==> src/tmc_defines.svh <==
// Register map, field positions and reset values for the timer block
`ifndef TMC_DEFINES_SVH
`define TMC_DEFINES_SVH

// Register indexes; byte address is four times the index
`define TMC_IDX_FLAG 8'h0c
`define TMC_IDX_COUNT_LO 8'h0e
`define TMC_IDX_COUNT_HI 8'h0f
`define TMC_IDX_CTRL 8'h10
`define TMC_ADDR_FLAG (8'(`TMC_IDX_FLAG * 4))
`define TMC_ADDR_COUNT_LO (8'(`TMC_IDX_COUNT_LO * 4))
`define TMC_ADDR_COUNT_HI (8'(`TMC_IDX_COUNT_HI * 4))
`define TMC_ADDR_CTRL (8'(`TMC_IDX_CTRL * 4))

// Control field positions
`define TMC_CTRL_RUN_BIT 0
`define TMC_CTRL_SRC_BIT 1
`define TMC_CTRL_SYNC_BIT 2
`define TMC_CTRL_OSC_BIT 3
`define TMC_CTRL_PS_LSB 4
`define TMC_CTRL_PS_MSB 5
`define TMC_CTRL_WIDTH 6

// Reset values
`define TMC_CTRL_RESET 6'h00
`define TMC_COUNT_RESET 16'h0000
`define TMC_COUNT_MAX 16'hffff

// Instruction clock is the core clock divided by this
`define TMC_FOSC_DIV 4
`define TMC_DIV_LAST 2'h3

// Prescaler counter width, enough for 1:8
`define TMC_PRE_WIDTH 3

`endif

==> src/tmc_pkg.sv <==
// Types shared by the timer block files
package tmc_pkg;
  `include "tmc_defines.svh"

  // Control register fields, bit 0 first from the right
  typedef struct packed {
    logic [1:0] input_prescale_select;
    logic low_power_osc_enable;
    logic external_sync_bypass;
    logic count_source_select;
    logic count_run_enable;
  } tmc_ctrl_t;

  // Avalon-MM request as one bundle
  typedef struct packed {
    logic [7:0] address;
    logic read;
    logic write;
    logic [31:0] writedata;
    logic [3:0] byteenable;
  } tmc_avs_req_t;

  // Prescaler state
  typedef struct packed {
    logic [`TMC_PRE_WIDTH-1:0] cnt;
  } tmc_pre_state_t;

  // Whole state of the timer top
  typedef struct packed {
    tmc_ctrl_t ctrl;
    logic [15:0] count;
    logic ovf;
    logic ack;
    logic [31:0] rdata;
    logic [2:0] ext_sync;
    logic [2:0] osc_sync;
    logic [1:0] div;
    logic armed;
    logic pre_tgl;
    logic [2:0] isync;
    logic amp;
  } tmc_state_t;
endpackage

==> src/tmc_prescale.sv <==
// Input prescaler: passes one of every 1, 2, 4 or 8 steps
`timescale 1ns/1ps
`default_nettype none
module tmc_prescale
  import tmc_pkg::*;
(
  input wire logic clk,
  input wire logic srst,
  input wire logic clr,
  input wire logic step,
  input wire logic [1:0] ratio,
  output logic tick
);
  tmc_pre_state_t q_q; // Registered state
  tmc_pre_state_t q_d; // Next state
  logic [`TMC_PRE_WIDTH-1:0] mask; // Low bits that must be all ones

  // Ratio code selects how many low bits gate the output
  always_comb begin
    q_d = q_q;
    unique case (ratio)
      2'h0: mask = 3'h0; // 1:1, every step passes
      2'h1: mask = 3'h1; // 1:2
      2'h2: mask = 3'h3; // 1:4
      2'h3: mask = 3'h7; // 1:8
    endcase
    // Ripple count advances on each selected input step
    tick = step && ((q_q.cnt & mask) == mask);
    if (clr) begin
      q_d.cnt = '0; // Count writes clear the divider
    end else if (step) begin
      q_d.cnt = q_q.cnt + 3'h1;
    end
  end

  // State register
  always_ff @(posedge clk) begin
    if (srst) begin
      q_q <= '0;
    end else begin
      q_q <= q_d;
    end
  end
endmodule
`default_nettype wire

==> src/tmc_timer.sv <==
// Sixteen-bit timer/counter with control register on Avalon-MM
// How it works
// - control bits 7-6 read zero, ignore writes
// - prescale field 11/10/01 divides by 8/4/2
// - oscillator enable bit runs or stops inverter
// - external source: bit 2 one bypasses sync
// - internal source ignores the sync bit
// - source bit one external pin, zero internal
// - count advances only while run bit set
// - timer mode counts core clock over four
// - external source counts rising edges only
// - counter mode waits for one falling edge
// - oscillator enabled picks osc pin, else clock pin
// - synchronizer samples prescaler output, not pin
// - prescaler counts directly on selected input
// - sync counter mode freezes count in sleep
// - prescaler keeps counting during sleep in counter mode only
// - 16-bit count wraps ffff to 0000, sets flag
// - reset clears control: stopped, 1:1 prescale
// - writing either count byte clears prescaler
//
// The Avalon-MM register port is this design's own decision.
`timescale 1ns/1ps
`default_nettype none
module tmc_timer
  import tmc_pkg::*;
(
  input wire logic clk,
  input wire logic srst,
  input wire logic [7:0] avs_address,
  input wire logic avs_read,
  input wire logic avs_write,
  input wire logic [31:0] avs_writedata,
  input wire logic [3:0] avs_byteenable,
  output logic [31:0] avs_readdata,
  output logic avs_waitrequest,
  input wire logic sleep_active,
  input wire logic osc_input_pin,
  input wire logic external_count_pin,
  output logic osc_amp_output_pin,
  output logic osc_amp_output_oe,
  output logic low_power_osc_on,
  output logic count_overflow_flag,
  output logic [15:0] count_value
);
  tmc_state_t q_q; // Registered state
  tmc_state_t q_d; // Next state
  tmc_avs_req_t req; // Bus request bundle

  // Decoded bus activity
  logic bus_req; // Read or write pending
  logic bus_take; // Edge at which the slave answers
  logic wr_take; // Write takes effect this edge
  logic wr_lo; // Write to count low byte
  logic wr_hi; // Write to count high byte
  logic wr_ctrl; // Write to control register
  logic wr_flag; // Write to flag register
  logic [31:0] rd_mux; // Read data before registering

  // Counting path
  logic instr_tick; // One pulse per instruction cycle
  logic sel_new; // Selected pin, newer agreed stage
  logic sel_old; // Selected pin, older agreed stage
  logic pin_rise; // Rising edge on selected pin
  logic pin_fall; // Falling edge on selected pin
  logic pre_step; // Step fed to the prescaler
  logic pre_tick; // Prescaler output pulse
  logic pre_clr; // Clears the prescaler
  logic sync_mode; // Synchronized counter mode
  logic count_inc; // Increment the main count

  // Bundle the bus inputs
  always_comb begin
    req.address = avs_address;
    req.read = avs_read;
    req.write = avs_write;
    req.writedata = avs_writedata;
    req.byteenable = avs_byteenable;
  end

  // Prescaler between the selected source and the count
  tmc_prescale u_pre (
    .clk(clk),
    .srst(srst),
    .clr(pre_clr),
    .step(pre_step),
    .ratio(q_q.ctrl.input_prescale_select),
    .tick(pre_tick)
  );

  // Bus decode; one wait cycle on every access
  always_comb begin
    bus_req = req.read || req.write;
    bus_take = bus_req && q_q.ack;
    wr_take = req.write && q_q.ack && req.byteenable[0];
    wr_lo = wr_take && (req.address == `TMC_ADDR_COUNT_LO);
    wr_hi = wr_take && (req.address == `TMC_ADDR_COUNT_HI);
    wr_ctrl = wr_take && (req.address == `TMC_ADDR_CTRL);
    wr_flag = wr_take && (req.address == `TMC_ADDR_FLAG);
  end

  // Read mux; unmapped addresses read zero
  always_comb begin
    rd_mux = 32'h0;
    unique case (req.address)
      `TMC_ADDR_CTRL: begin
        // Upper two bits are absent and read zero
        rd_mux = {26'h0, q_q.ctrl};
      end
      `TMC_ADDR_COUNT_LO: begin
        rd_mux = {24'h0, q_q.count[7:0]};
      end
      `TMC_ADDR_COUNT_HI: begin
        rd_mux = {24'h0, q_q.count[15:8]};
      end
      `TMC_ADDR_FLAG: begin
        rd_mux = {31'h0, q_q.ovf};
      end
      default: begin
        rd_mux = 32'h0;
      end
    endcase
  end

  // Source selection and edge detection
  always_comb begin
    // Core clock is the oscillator; divide by four
    instr_tick = (q_q.div == `TMC_DIV_LAST);
    // Oscillator pin when enabled, else clock pin
    if (q_q.ctrl.low_power_osc_enable) begin
      sel_new = q_q.osc_sync[1];
      sel_old = q_q.osc_sync[2];
    end else begin
      sel_new = q_q.ext_sync[1];
      sel_old = q_q.ext_sync[2];
    end
    // Only agreed stages are compared, never the first
    pin_rise = sel_new && !sel_old;
    pin_fall = !sel_new && sel_old;
    sync_mode = q_q.ctrl.count_source_select
      && !q_q.ctrl.external_sync_bypass;
  end

  // Prescaler feed and count increment
  always_comb begin
    pre_clr = wr_lo || wr_hi;
    pre_step = 1'b0;
    count_inc = 1'b0;
    if (q_q.ctrl.count_run_enable) begin
      if (q_q.ctrl.count_source_select) begin
        // Edges count only once armed by a falling edge
        // Pin edges still reach the divider in sleep
        pre_step = pin_rise && q_q.armed;
        if (q_q.ctrl.external_sync_bypass) begin
          // Unsynchronized path keeps running in sleep
          count_inc = pre_tick;
        end else begin
          // Agreed sync stages differ, once per cycle
          // No steps while the sync stages sleep
          count_inc = instr_tick && !sleep_active
            && (q_q.isync[1] != q_q.isync[2]);
        end
      end else begin
        // Instruction clock stops in sleep; bit 2 unused
        pre_step = instr_tick && !sleep_active;
        count_inc = pre_tick;
      end
    end
  end

  // Next-state logic for all registers
  always_comb begin
    q_d = q_q;

    // Bus handshake: answer on the second edge of a request
    q_d.ack = bus_req && !q_q.ack;
    if (bus_req && !q_q.ack) begin
      q_d.rdata = rd_mux;
    end

    // Pin synchronizers, three stages each
    q_d.ext_sync = {q_q.ext_sync[1:0], external_count_pin};
    q_d.osc_sync = {q_q.osc_sync[1:0], osc_input_pin};

    // Free-running divider for the instruction clock
    q_d.div = q_q.div + 2'h1;

    // Inverting amplifier, shut off with the enable bit
    q_d.amp = q_q.ctrl.low_power_osc_enable && !q_q.osc_sync[2];

    // Arm after a falling edge in counter mode
    if (!q_q.ctrl.count_run_enable
        || !q_q.ctrl.count_source_select) begin
      q_d.armed = 1'b0;
    end else if (pin_fall) begin
      q_d.armed = 1'b1;
    end

    // Sync sits after the prescaler; it sees its toggle
    if (sync_mode && pre_tick) begin
      q_d.pre_tgl = !q_q.pre_tgl;
    end
    if (!(sync_mode && q_q.ctrl.count_run_enable)) begin
      // Align stages so a mode change makes no false step
      q_d.isync = {3{q_q.pre_tgl}};
    end else if (instr_tick && !sleep_active) begin
      // Sampled on the instruction clock, frozen in sleep
      q_d.isync = {q_q.isync[1:0], q_q.pre_tgl};
    end

    // Main count; a software write wins over an increment
    if (wr_lo || wr_hi) begin
      if (wr_lo) begin
        q_d.count[7:0] = req.writedata[7:0];
      end
      if (wr_hi) begin
        q_d.count[15:8] = req.writedata[7:0];
      end
    end else if (count_inc) begin
      q_d.count = q_q.count + 16'h1; // Wraps to 0000
    end

    // Overflow flag: software clears by writing zero
    if (wr_flag && !req.writedata[0]) begin
      q_d.ovf = 1'b0;
    end
    // Set wins over a clear in the same cycle
    if (!(wr_lo || wr_hi) && count_inc
        && (q_q.count == `TMC_COUNT_MAX)) begin
      q_d.ovf = 1'b1;
    end

    // Control write; bits 7-6 are dropped
    if (wr_ctrl) begin
      q_d.ctrl = tmc_ctrl_t'(req.writedata[`TMC_CTRL_WIDTH-1:0]);
    end
  end

  // State register; reset acts as power-on reset
  always_ff @(posedge clk) begin
    if (srst) begin
      q_q.ctrl <= tmc_ctrl_t'(`TMC_CTRL_RESET);
      q_q.count <= `TMC_COUNT_RESET;
      q_q.ovf <= 1'b0;
      q_q.ack <= 1'b0;
      q_q.rdata <= 32'h0;
      q_q.ext_sync <= 3'h0;
      q_q.osc_sync <= 3'h0;
      q_q.div <= 2'h0;
      q_q.armed <= 1'b0;
      q_q.pre_tgl <= 1'b0;
      q_q.isync <= 3'h0;
      q_q.amp <= 1'b0;
    end else begin
      q_q <= q_d;
    end
  end

  // Outputs; only waitrequest is combinational
  always_comb begin
    avs_waitrequest = bus_req && !q_q.ack;
    avs_readdata = q_q.rdata;
    // Amplifier drives the shared pin only when enabled
    osc_amp_output_pin = q_q.amp;
    osc_amp_output_oe = q_q.ctrl.low_power_osc_enable;
    low_power_osc_on = q_q.ctrl.low_power_osc_enable;
    count_overflow_flag = q_q.ovf;
    count_value = q_q.count;
  end
endmodule
`default_nettype wire

==> config.mk <==
export PLATFORM = sky130hd
export DESIGN_NAME = tmc_timer
export DESIGN_NICKNAME = d
export VERILOG_FILES = /design/src/tmc_pkg.sv /design/src/tmc_prescale.sv /design/src/tmc_timer.sv
export VERILOG_INCLUDE_DIRS = /design/src
export SDC_FILE = /design/constraint.sdc
export NUM_CORES = 1
export LEC_CHECK = 0
export ABC_AREA = 1
export BUFFER_PORTS_ARGS = -buffer_cell sky130_fd_sc_hd__buf_2
export CORE_AREA = 2 2 98 100
export CTS_BUF_LIST = sky130_fd_sc_hd__clkbuf_4 sky130_fd_sc_hd__clkbuf_8
export DETAILED_ROUTE_END_ITERATION = 12
export DIE_AREA = 0 0 100 102
export PLACE_DENSITY = 0.56
export SLEW_MARGIN = 20
export SYNTH_ARGS = -nofsm -noshare
export SYNTH_HDL_FRONTEND = slang
export SYNTH_SLANG_ARGS = --single-unit
==> constraint.sdc <==
create_clock -name clk -period 4.61 [get_ports clk]
set_input_delay 0.6915 -clock clk [delete_from_list [all_inputs] [get_ports clk]]
set_output_delay 0.6915 -clock clk [all_outputs]
set_load 0.03 [all_outputs]
# After elaboration in Yosys (flattened, before gate mapping)
# Cells that the tools add are included.
# op_classes
add_sub_neg	3
n_mul	0
n_div	0
order_cmp	0
eq_ne	14
n_shift	0
muxes	17
n_bitwise	1
n_reduce_logical	41
# op_table
cell	n
$mux W16	2
$pmux W8 S4	1
$eq A8 B6 Y1 const B	3
$logic_and A1 B1 Y1	20
$add A16 B1 Y16 const B	1
$eq A16 B16 Y1 const B	1
$mux W8	2
$pmux W3 S4	1
$logic_not A1 Y1	11
$mux W1	9
$eq A8 B7 Y1 const B	1
$eq A2 B2 Y1 const B	3
$mux W3	2
$ne A2 B2 Y1 const B	3
$reduce_and A2 Y1	2
$reduce_bool A2 Y1	2
$reduce_or A2 Y1	2
$add A3 B1 Y3 const B	1
$and A3 B3 Y3	1
$eq A3 B3 Y1	1
$logic_or A1 B1 Y1	3
$add A2 B1 Y2 const B	1
$eq A2 B1 Y1 const B	1
$logic_not A2 Y1	1
$ne A1 B1 Y1	1
# totals
ff_bits	73
latchBits	0
ram_bits	0
mem_bits_ro	0
mem_count	0

# Depth between registers and ports, before layout
# Gate-level depths: netlist of the first run.
# depth
word_depth	13
ltp_mapped	12
depth_no_buf	12

# Hierarchy
# From an unflattened synthesis of the first run, not the netlist that was laid out.
# hier_totals
cells_unflattened	485
area_unflattened_um2	3126.7
# by_module_without_submodules
module	instances	cells_each	area_each_um2	seq_area_each_um2
tmc_timer	1	459	2955.3	920.9
tmc_prescale	1	26	171.4	60.1

# Least setup slack after synthesis of the first run
# No wires, ideal clock.
# synth_timing
path_kind	in2out
startpoint	input avs_write
endpoint	output avs_waitrequest
t_arrival_ns	1.365
required_time_ns	3.919
path_slack_ns	2.553
path_stages	2
n_path_buf	0
path_cell_list	o21ai_2 > clkinv_1
# synth_between
elab_chain_cells	2
# synth_lines
item	line_no	source
start: declaration	tmc_timer.sv:32	input wire logic avs_write,
$logic_or A1 B1 Y1	tmc_timer.sv:93	bus_req = req.read || req.write;
$logic_and A1 B1 Y1	tmc_timer.sv:261	avs_waitrequest = bus_req && !q_q.ack;
end: declaration	tmc_timer.sv:36	output logic avs_waitrequest,
# No other way between the ends.

# Worst setup path after layout of the first run
# Ends and elaborated chain as after synthesis.

==> results of run 1 <==
power by group through the flow:
stage | sequential [W] | combinational [W] | clock (W)
CTS | 0.000429 | 0.0000717 | 0.000376
global route | 0.000430 | 0.0000787 | 0.000391
floorplan | 0.000439 | 0.0000660 | 0
detailed placement | 0.000439 | 0.0000717 | 0
global placement | 0.000439 | 0.0000703 | 0
finish | 0.000429 | 0.0000709 | 0.000364
stage by stage:
stage               hold slack (ps)  area [um^2]  power (W)  setup WS, ps
floorplan                       388         3200   0.000505          2550
global placement                399         3180   0.000509          2130
detailed placement              398         3180   0.000511          2090
CTS                             416         3310   0.000877          2100
global route                    443         3310   0.000899          2010
finish                          410         3310   0.000864          2160
worst paths after layout:
check                    end            from  slack (ps)
max          avs_waitrequest       avs_write        2160
min                  q_d[13]         q_d[12]         410
max reg2reg  count_value[14]  count_value[0]        2590
min reg2reg          q_d[13]         q_d[12]         410
cell usage in the layout, fill, tap and decap left out, drive strengths merged, types with 4 or more instances in the layout:
cell | synthesis | final
a21oi | 26 | 26
buf | 52 | 52
clkbuf | 6 | 5
conb | 1 | 24
dfxtp | 49 | 49
inv | 55 | 55
nand2 | 132 | 132
nand3 | 48 | 48
nand4 | 4 | 4
nor2 | 60 | 60
nor3 | 8 | 8
o211ai | 4 | 4
o21ai | 16 | 16
layer usage:
| layer | vias up | routed length [um] | part of all wire (%) | track usage, % |
|---|---|---|---|---|
| met5 | - | 0 | 0 | 0 |
| met2 | 79 | 3520 | 46 | 26.1 |
| li1 | 1497 | - | - | - |
| met3 | 8 | 380 | 5.0 | 2.26 |
| met4 | 0 | 85 | 1.1 | 4.74 |
| met1 | 1251 | 3620 | 48 | 20.4 |
state kept, by name, summed over array words and instances (netlist names):
signal               flops
low_power_osc_on         1
count_overflow_flag      1
avs_readdata             8
q_q                     15
q_d                      4
u_pre.q_q                3
osc_amp_output_pin       1
count_value             16
cells by family after synthesis:
family,share of synthesized area (%)
buffers and inverters,20.2
flip-flops,31.5
adder cells (fa/ha/maj),1.21
other,0.121
AND/OR/NAND/NOR,37.1
XOR/XNOR,0.563
AO/OA/AOI/OAI,9.25
tightest hold or removal path, stage by stage (launching register included):
cell     delay, ps
dfxtp_1        310
inv_1           40
nor2_1          30
cell type report:
cell class	instances	area, um^2	share of cell area, %
multi-input cells	341	1590	47.9
flip-flops and latches	49	981	29.6
repair buffers	52	260	7.86
inverters	56	210	6.35
well taps	111	139	4.19
clock buffers	5	68.8	2.08
clock inverters	3	65.1	1.96
Yosys cell counts:
| cell | count |
|---|---|
| dfxtp_1 | 49 |
| xor2_1 | 2 |
| o21bai_1 | 2 |
| ha_1 | 3 |
| nor3_4 | 1 |
| nor3_1 | 5 |
| nor2_2 | 3 |
| nor3b_1 | 1 |
| and2_1 | 2 |
| nand4_4 | 1 |
| o21ai_0 | 15 |
| nand3_1 | 46 |
| a21oi_2 | 1 |
| inv_2 | 1 |
| inv_1 | 54 |
| nor3_2 | 2 |
| o22ai_1 | 2 |
| nand3_2 | 2 |
| o21ai_2 | 1 |
| or2_2 | 2 |
| a31oi_1 | 2 |
| conb_1 | 1 |
| nor4_2 | 1 |
| buf_4 | 49 |
| buf_2 | 1 |
| nand4_1 | 3 |
| nor4_1 | 2 |
| nand2_4 | 2 |
| a21oi_1 | 25 |
| clkinv_1 | 1 |
| nand2_1 | 129 |
| clkbuf_1 | 6 |
| nand2_2 | 1 |
| nor2_1 | 57 |
| buf_6 | 2 |
| o211ai_1 | 4 |
==> metrics.txt, run 1 <==
outcome completed; P&R area growth vs syn 6.48%; # Post-CTS Setup Buffers 0; clock sink count 49; first-pass GRT wire length between 10 and 15 mm; Critical Path Sink Type primary output; full die area 10200 um^2; critical path class input port to primary output; core area 9110 um^2; Finished Core Util around 36%; Fin. Hold Viols 0; P_leak 1.63 nW; CP Cell Sequence buf_2, o21ai_2, clkinv_1, buf_2; Psw 0.000207 W; drt wl/cell 12.3 um; total number of vias 2835; Final Non-Filler Cells around 620; DRT Wirelength ~7.6 mm; Mapped Cells 481; drt drc 0; sequential power share 49.7%; crit-path max FO 10; Via density between 4 and 5; starting density of the core between 30% and 40%; max_slew headroom about half; register area share after synthesis about a third; maximum clock insertion buffer count 2; nets 559; max incr delay on CP 350 ps; Slowest-stage cell, CP o21ai_2; H-tree depth 2; Pint 0.000657 W; min Tclk post-route 2450 ps; Num CTS Buffers 5; PostCTS Resize Cnt 0; ranking of synthesized cells by area dfxtp_1 (32%), nand2_1 (16%), buf_4 (12%), nand3_1 (7.4%), nor2_1 (6.9%); sw frac 23.9%; Startpoint Class input port; clock latency at the later pin of the worst-skew pair roughly 300 ps; DRT Pass-1 Iters 7; Port Buffers 52; chip height 102 um; Post-Syn Area slightly above 3000 um^2; Max Fclk 408 MHz; Worst Path Buf+Inv 3; clock power share 42.1%; final worst-path cycle share 53.2%; reg2reg path depth 12; row count 35; Yosys reg bits approximately 50; max-cap viol count 0; initial antenna violation count 0; initial DRC count 162; post-route antenna net violation count 0; setup tns final 0 ps; share of cells above drive strength 1 between 10% and 20%; Worst path top cell family by delay buffers and inverters; Post-Place Cells 609; Ys Warns 0; Ant. Diodes 0; Die W approximately 100 um; Synth area leader dfxtp_1; number of global-route vias before repair 2655; Worst EP required around 3900 ps; hold_buf cts 0; clk_skew 4.72 ps; CTS root buffer clkbuf_8; class of the worst hold path register to register; routability cong. 0.891; worst hold stages 2; gr ovfl total 0; HPWL Detailed slightly below 6 mm; clk slew on worst S/H paths 90 ps; power share of the combinational group 8.2%; Power Density 261 nW/um^2; Synth top area share between 30% and 40%; Worst path depth 4; peak supply drop approximately 0.12 mV; Worst-Margin Slew 743 ps; final setup vio count 0; Total GRT Usage around 15%; CTS tree yes; most used cell, CP buf_2; fillers 1020; pin count of the biggest net entering global routing 25; Netlist cell types 36; # IOs 104; Slew Limit Fails 0; RSZ-0062 raised after global routing no; worst path arrival time about 1800 ps; synthesized area per cell 6.47 um^2
(Power assumes the default switching activity.)
==> run 2: changes to the inputs <==
--- a/config.mk
+++ b/config.mk
@@ -12,7 +12,7 @@
 export CTS_BUF_LIST = sky130_fd_sc_hd__clkbuf_4 sky130_fd_sc_hd__clkbuf_8
 export DETAILED_ROUTE_END_ITERATION = 12
 export DIE_AREA = 0 0 100 102
-export PLACE_DENSITY = 0.56
+export PLACE_DENSITY = 0.58
 export SLEW_MARGIN = 20
 export SYNTH_ARGS = -nofsm -noshare
 export SYNTH_HDL_FRONTEND = slang
==> constraint.sdc (replaced) <==
create_clock -name clk -period 2 [get_ports clk]
set_input_delay 0.3 -clock clk [delete_from_list [all_inputs] [get_ports clk]]
set_output_delay 0.3 -clock clk [all_outputs]
set_load 0.03 [all_outputs]
==> run 2 against run 1 <==
Die area unchanged. Final cell count up 1.5%. Global-route usage up 0.44 points. Combinational power up 140%. Sequential power up 130%. Sequential share of layout area down 0.86 points. Clock skew up 1.7 ps. Utilization up 1.1 points. Non-clock buffer count up 9. Routed wire length up 2.6%. Critical endpoint is now count_value[9]. Highest routed layer unchanged.
==> metrics.txt, run 2 (synthesis gave the netlist of run 1 again) <==
worst path arrival time 1970 ps; Psw 0.000498 W; peak supply drop 0.274 mV; clk slew on worst S/H paths 100 ps; H-tree depth 2; Worst EP required 2220 ps; starting density of the core 34.1%; Finished Core Util 37.5%; final setup vio count 0; Fin. Hold Viols 0; Slew Limit Fails 0; P&R area growth vs syn 9.82%; clock sink count 49; power share of the combinational group about 8.5%; CP Cell Sequence ha_1, inv_1, nor2_4, inv_1, a21oi_2, nand3_1, nand2_2, nand2_8, nand2_1, nand2_1, nand2_1, nor2_1; drt wl/cell 12.5 um; initial antenna violation count 0; row count 35; maximum clock insertion buffer count 2; Critical Path Sink Type register; P_leak ~1.7 nW; setup tns final 0 ps; clk_skew about 6.5 ps; max incr delay on CP 350 ps; max-cap viol count 0; initial DRC count 176; total number of vias 2951; share of cells above drive strength 1 17.9%; most common cell after layout, fill and taps aside nand2_1; worst hold stages 3; most frequent cells in the layout nand2_1 (128), nor2_1 (55), inv_1 (54); # IOs 104; CTS root buffer clkbuf_8; outcome completed; DRT Pass-1 Iters 5; Total GRT Usage 15.8%; Max Fclk about 570 MHz; reg2reg path depth 12; Hold Crit Endpoint q_d[12]; gr ovfl total 0; crit-path max FO 22; PostCTS Resize Cnt 0; nets ~570; Ant. Diodes 0; Worst Hold Launch external_count_pin; final worst-path cycle share 87.9%; HPWL Detailed 6.03 mm; Port Buffers 52; Pint 0.00153 W; first-pass GRT wire length 12.8 mm; sw frac 24.6%; most used cell, CP nand2_1; clock power share 42.6%; fillers 995; Die W 100 um; sequential power share about half; RSZ-0062 raised after global routing no; full die area 10200 um^2; Slowest-stage cell, CP dfxtp_1; DRT Wirelength 7.80 mm; Critical R2R Capture count_value[9]; routability cong. ~0.87; class of the worst hold path input port to register; pin count of the biggest net entering global routing 24; Num CTS Buffers 5; Startpoint Class register; # Post-CTS Setup Buffers 0; Worst Path Buf+Inv 2; CTS tree yes; drt drc 0; hold_buf cts 0; critical path class register to register; chip height 102 um; clock latency at the later pin of the worst-skew pair 310 ps; min Tclk post-route 1760 ps; number of global-route vias before repair 2736; Via density ~4.7; post-route antenna net violation count 0; Worst path top cell family by delay simple AND/OR/NAND/NOR gates; reg-to-reg slack, setup 240 ps; number of flip-flops under the largest register name 16; Power Density 593 nW/um^2; core area 9110 um^2; Reg2Reg Launch Point q_q[6]
## run 2: changes by cell type in the layout (fill, tap and decap cells not counted), sizes merged
cell	delta
buf	+9
clkinv	-1
inv	+1
## run 2: worst max-delay path by stage
stage,startpoint,to,slack [ps],cells after the start
detailed placement,q_q[6],count_value[0],150,12
global placement,q_q[6],count_value[4],180,12
global route,count_value[1],count_value[14],20,12
floorplan,count_value[0],count_value[14],390,12
finish,q_q[6],count_value[9],240,12
CTS,q_q[6],count_value[0],120,12
## run 2: final cells by class
cell class | instances | area (um^2) | area share (%)
Multi-Input combinational cell | 341 | 1620 | 47.4
Sequential cell | 49 | 982 | 28.8
Clock buffer | 5 | 68.8 | 2.01
Inverter | 56 | 210 | 6.15
Timing Repair Buffer | 61 | 328 | 9.60
Tap cell | 111 | 139 | 4.07
Clock inverter | 3 | 68.8 | 2.01
## run 2: power groups by stage
stage	logic (W)	clock network [W]	registers [W]
floorplan	0.000152	0	0.00101
detailed placement	0.000172	0	0.00101
global route	0.000190	0.000935	0.000991
CTS	0.000172	0.000883	0.000989
global placement	0.000170	0	0.00101
finish	0.000173	0.000864	0.000989
## run 2: per-layer routing
layer | global-route usage [%] | vias to the layer above | routed length (um)
met5 | 0 | - | 0
met4 | 7.27 | 0 | 180
li1 | - | 1518 | -
met2 | 25.8 | 95 | 3570
met1 | 20.6 | 1324 | 3680
met3 | 2.67 | 14 | 370
## run 2: worst reg2reg max path, delay by kind of cell (launching register included)
family / cells / cell delay [ps]
and+or+nand+nor: 8 / 850
DFF: 1 / 350
AOI/OAI and AO/OA: 1 / 200
adders and majority gates: 1 / 150
buffers and inverters: 2 / 140
## run 2: metrics by stage
| step | power (W) | hold slack, ps | setup slack [ps] | cell area (um^2) | cells |
|---|---|---|---|---|---|
| 2_1_floorplan | 0.00116 | 369 | 392 | 3200 | 504 |
| 3_3_place_gp | 0.00118 | 399 | 182 | 3250 | 618 |
| 3_5_place_dp | 0.00118 | 396 | 150 | 3250 | 618 |
| 4_1_cts | 0.00204 | 187 | 120 | 3380 | 626 |
| 5_1_grt | 0.00212 | 181 | 21.8 | 3420 | 626 |
| 6_report | 0.00203 | 194 | 242 | 3420 | 626 |
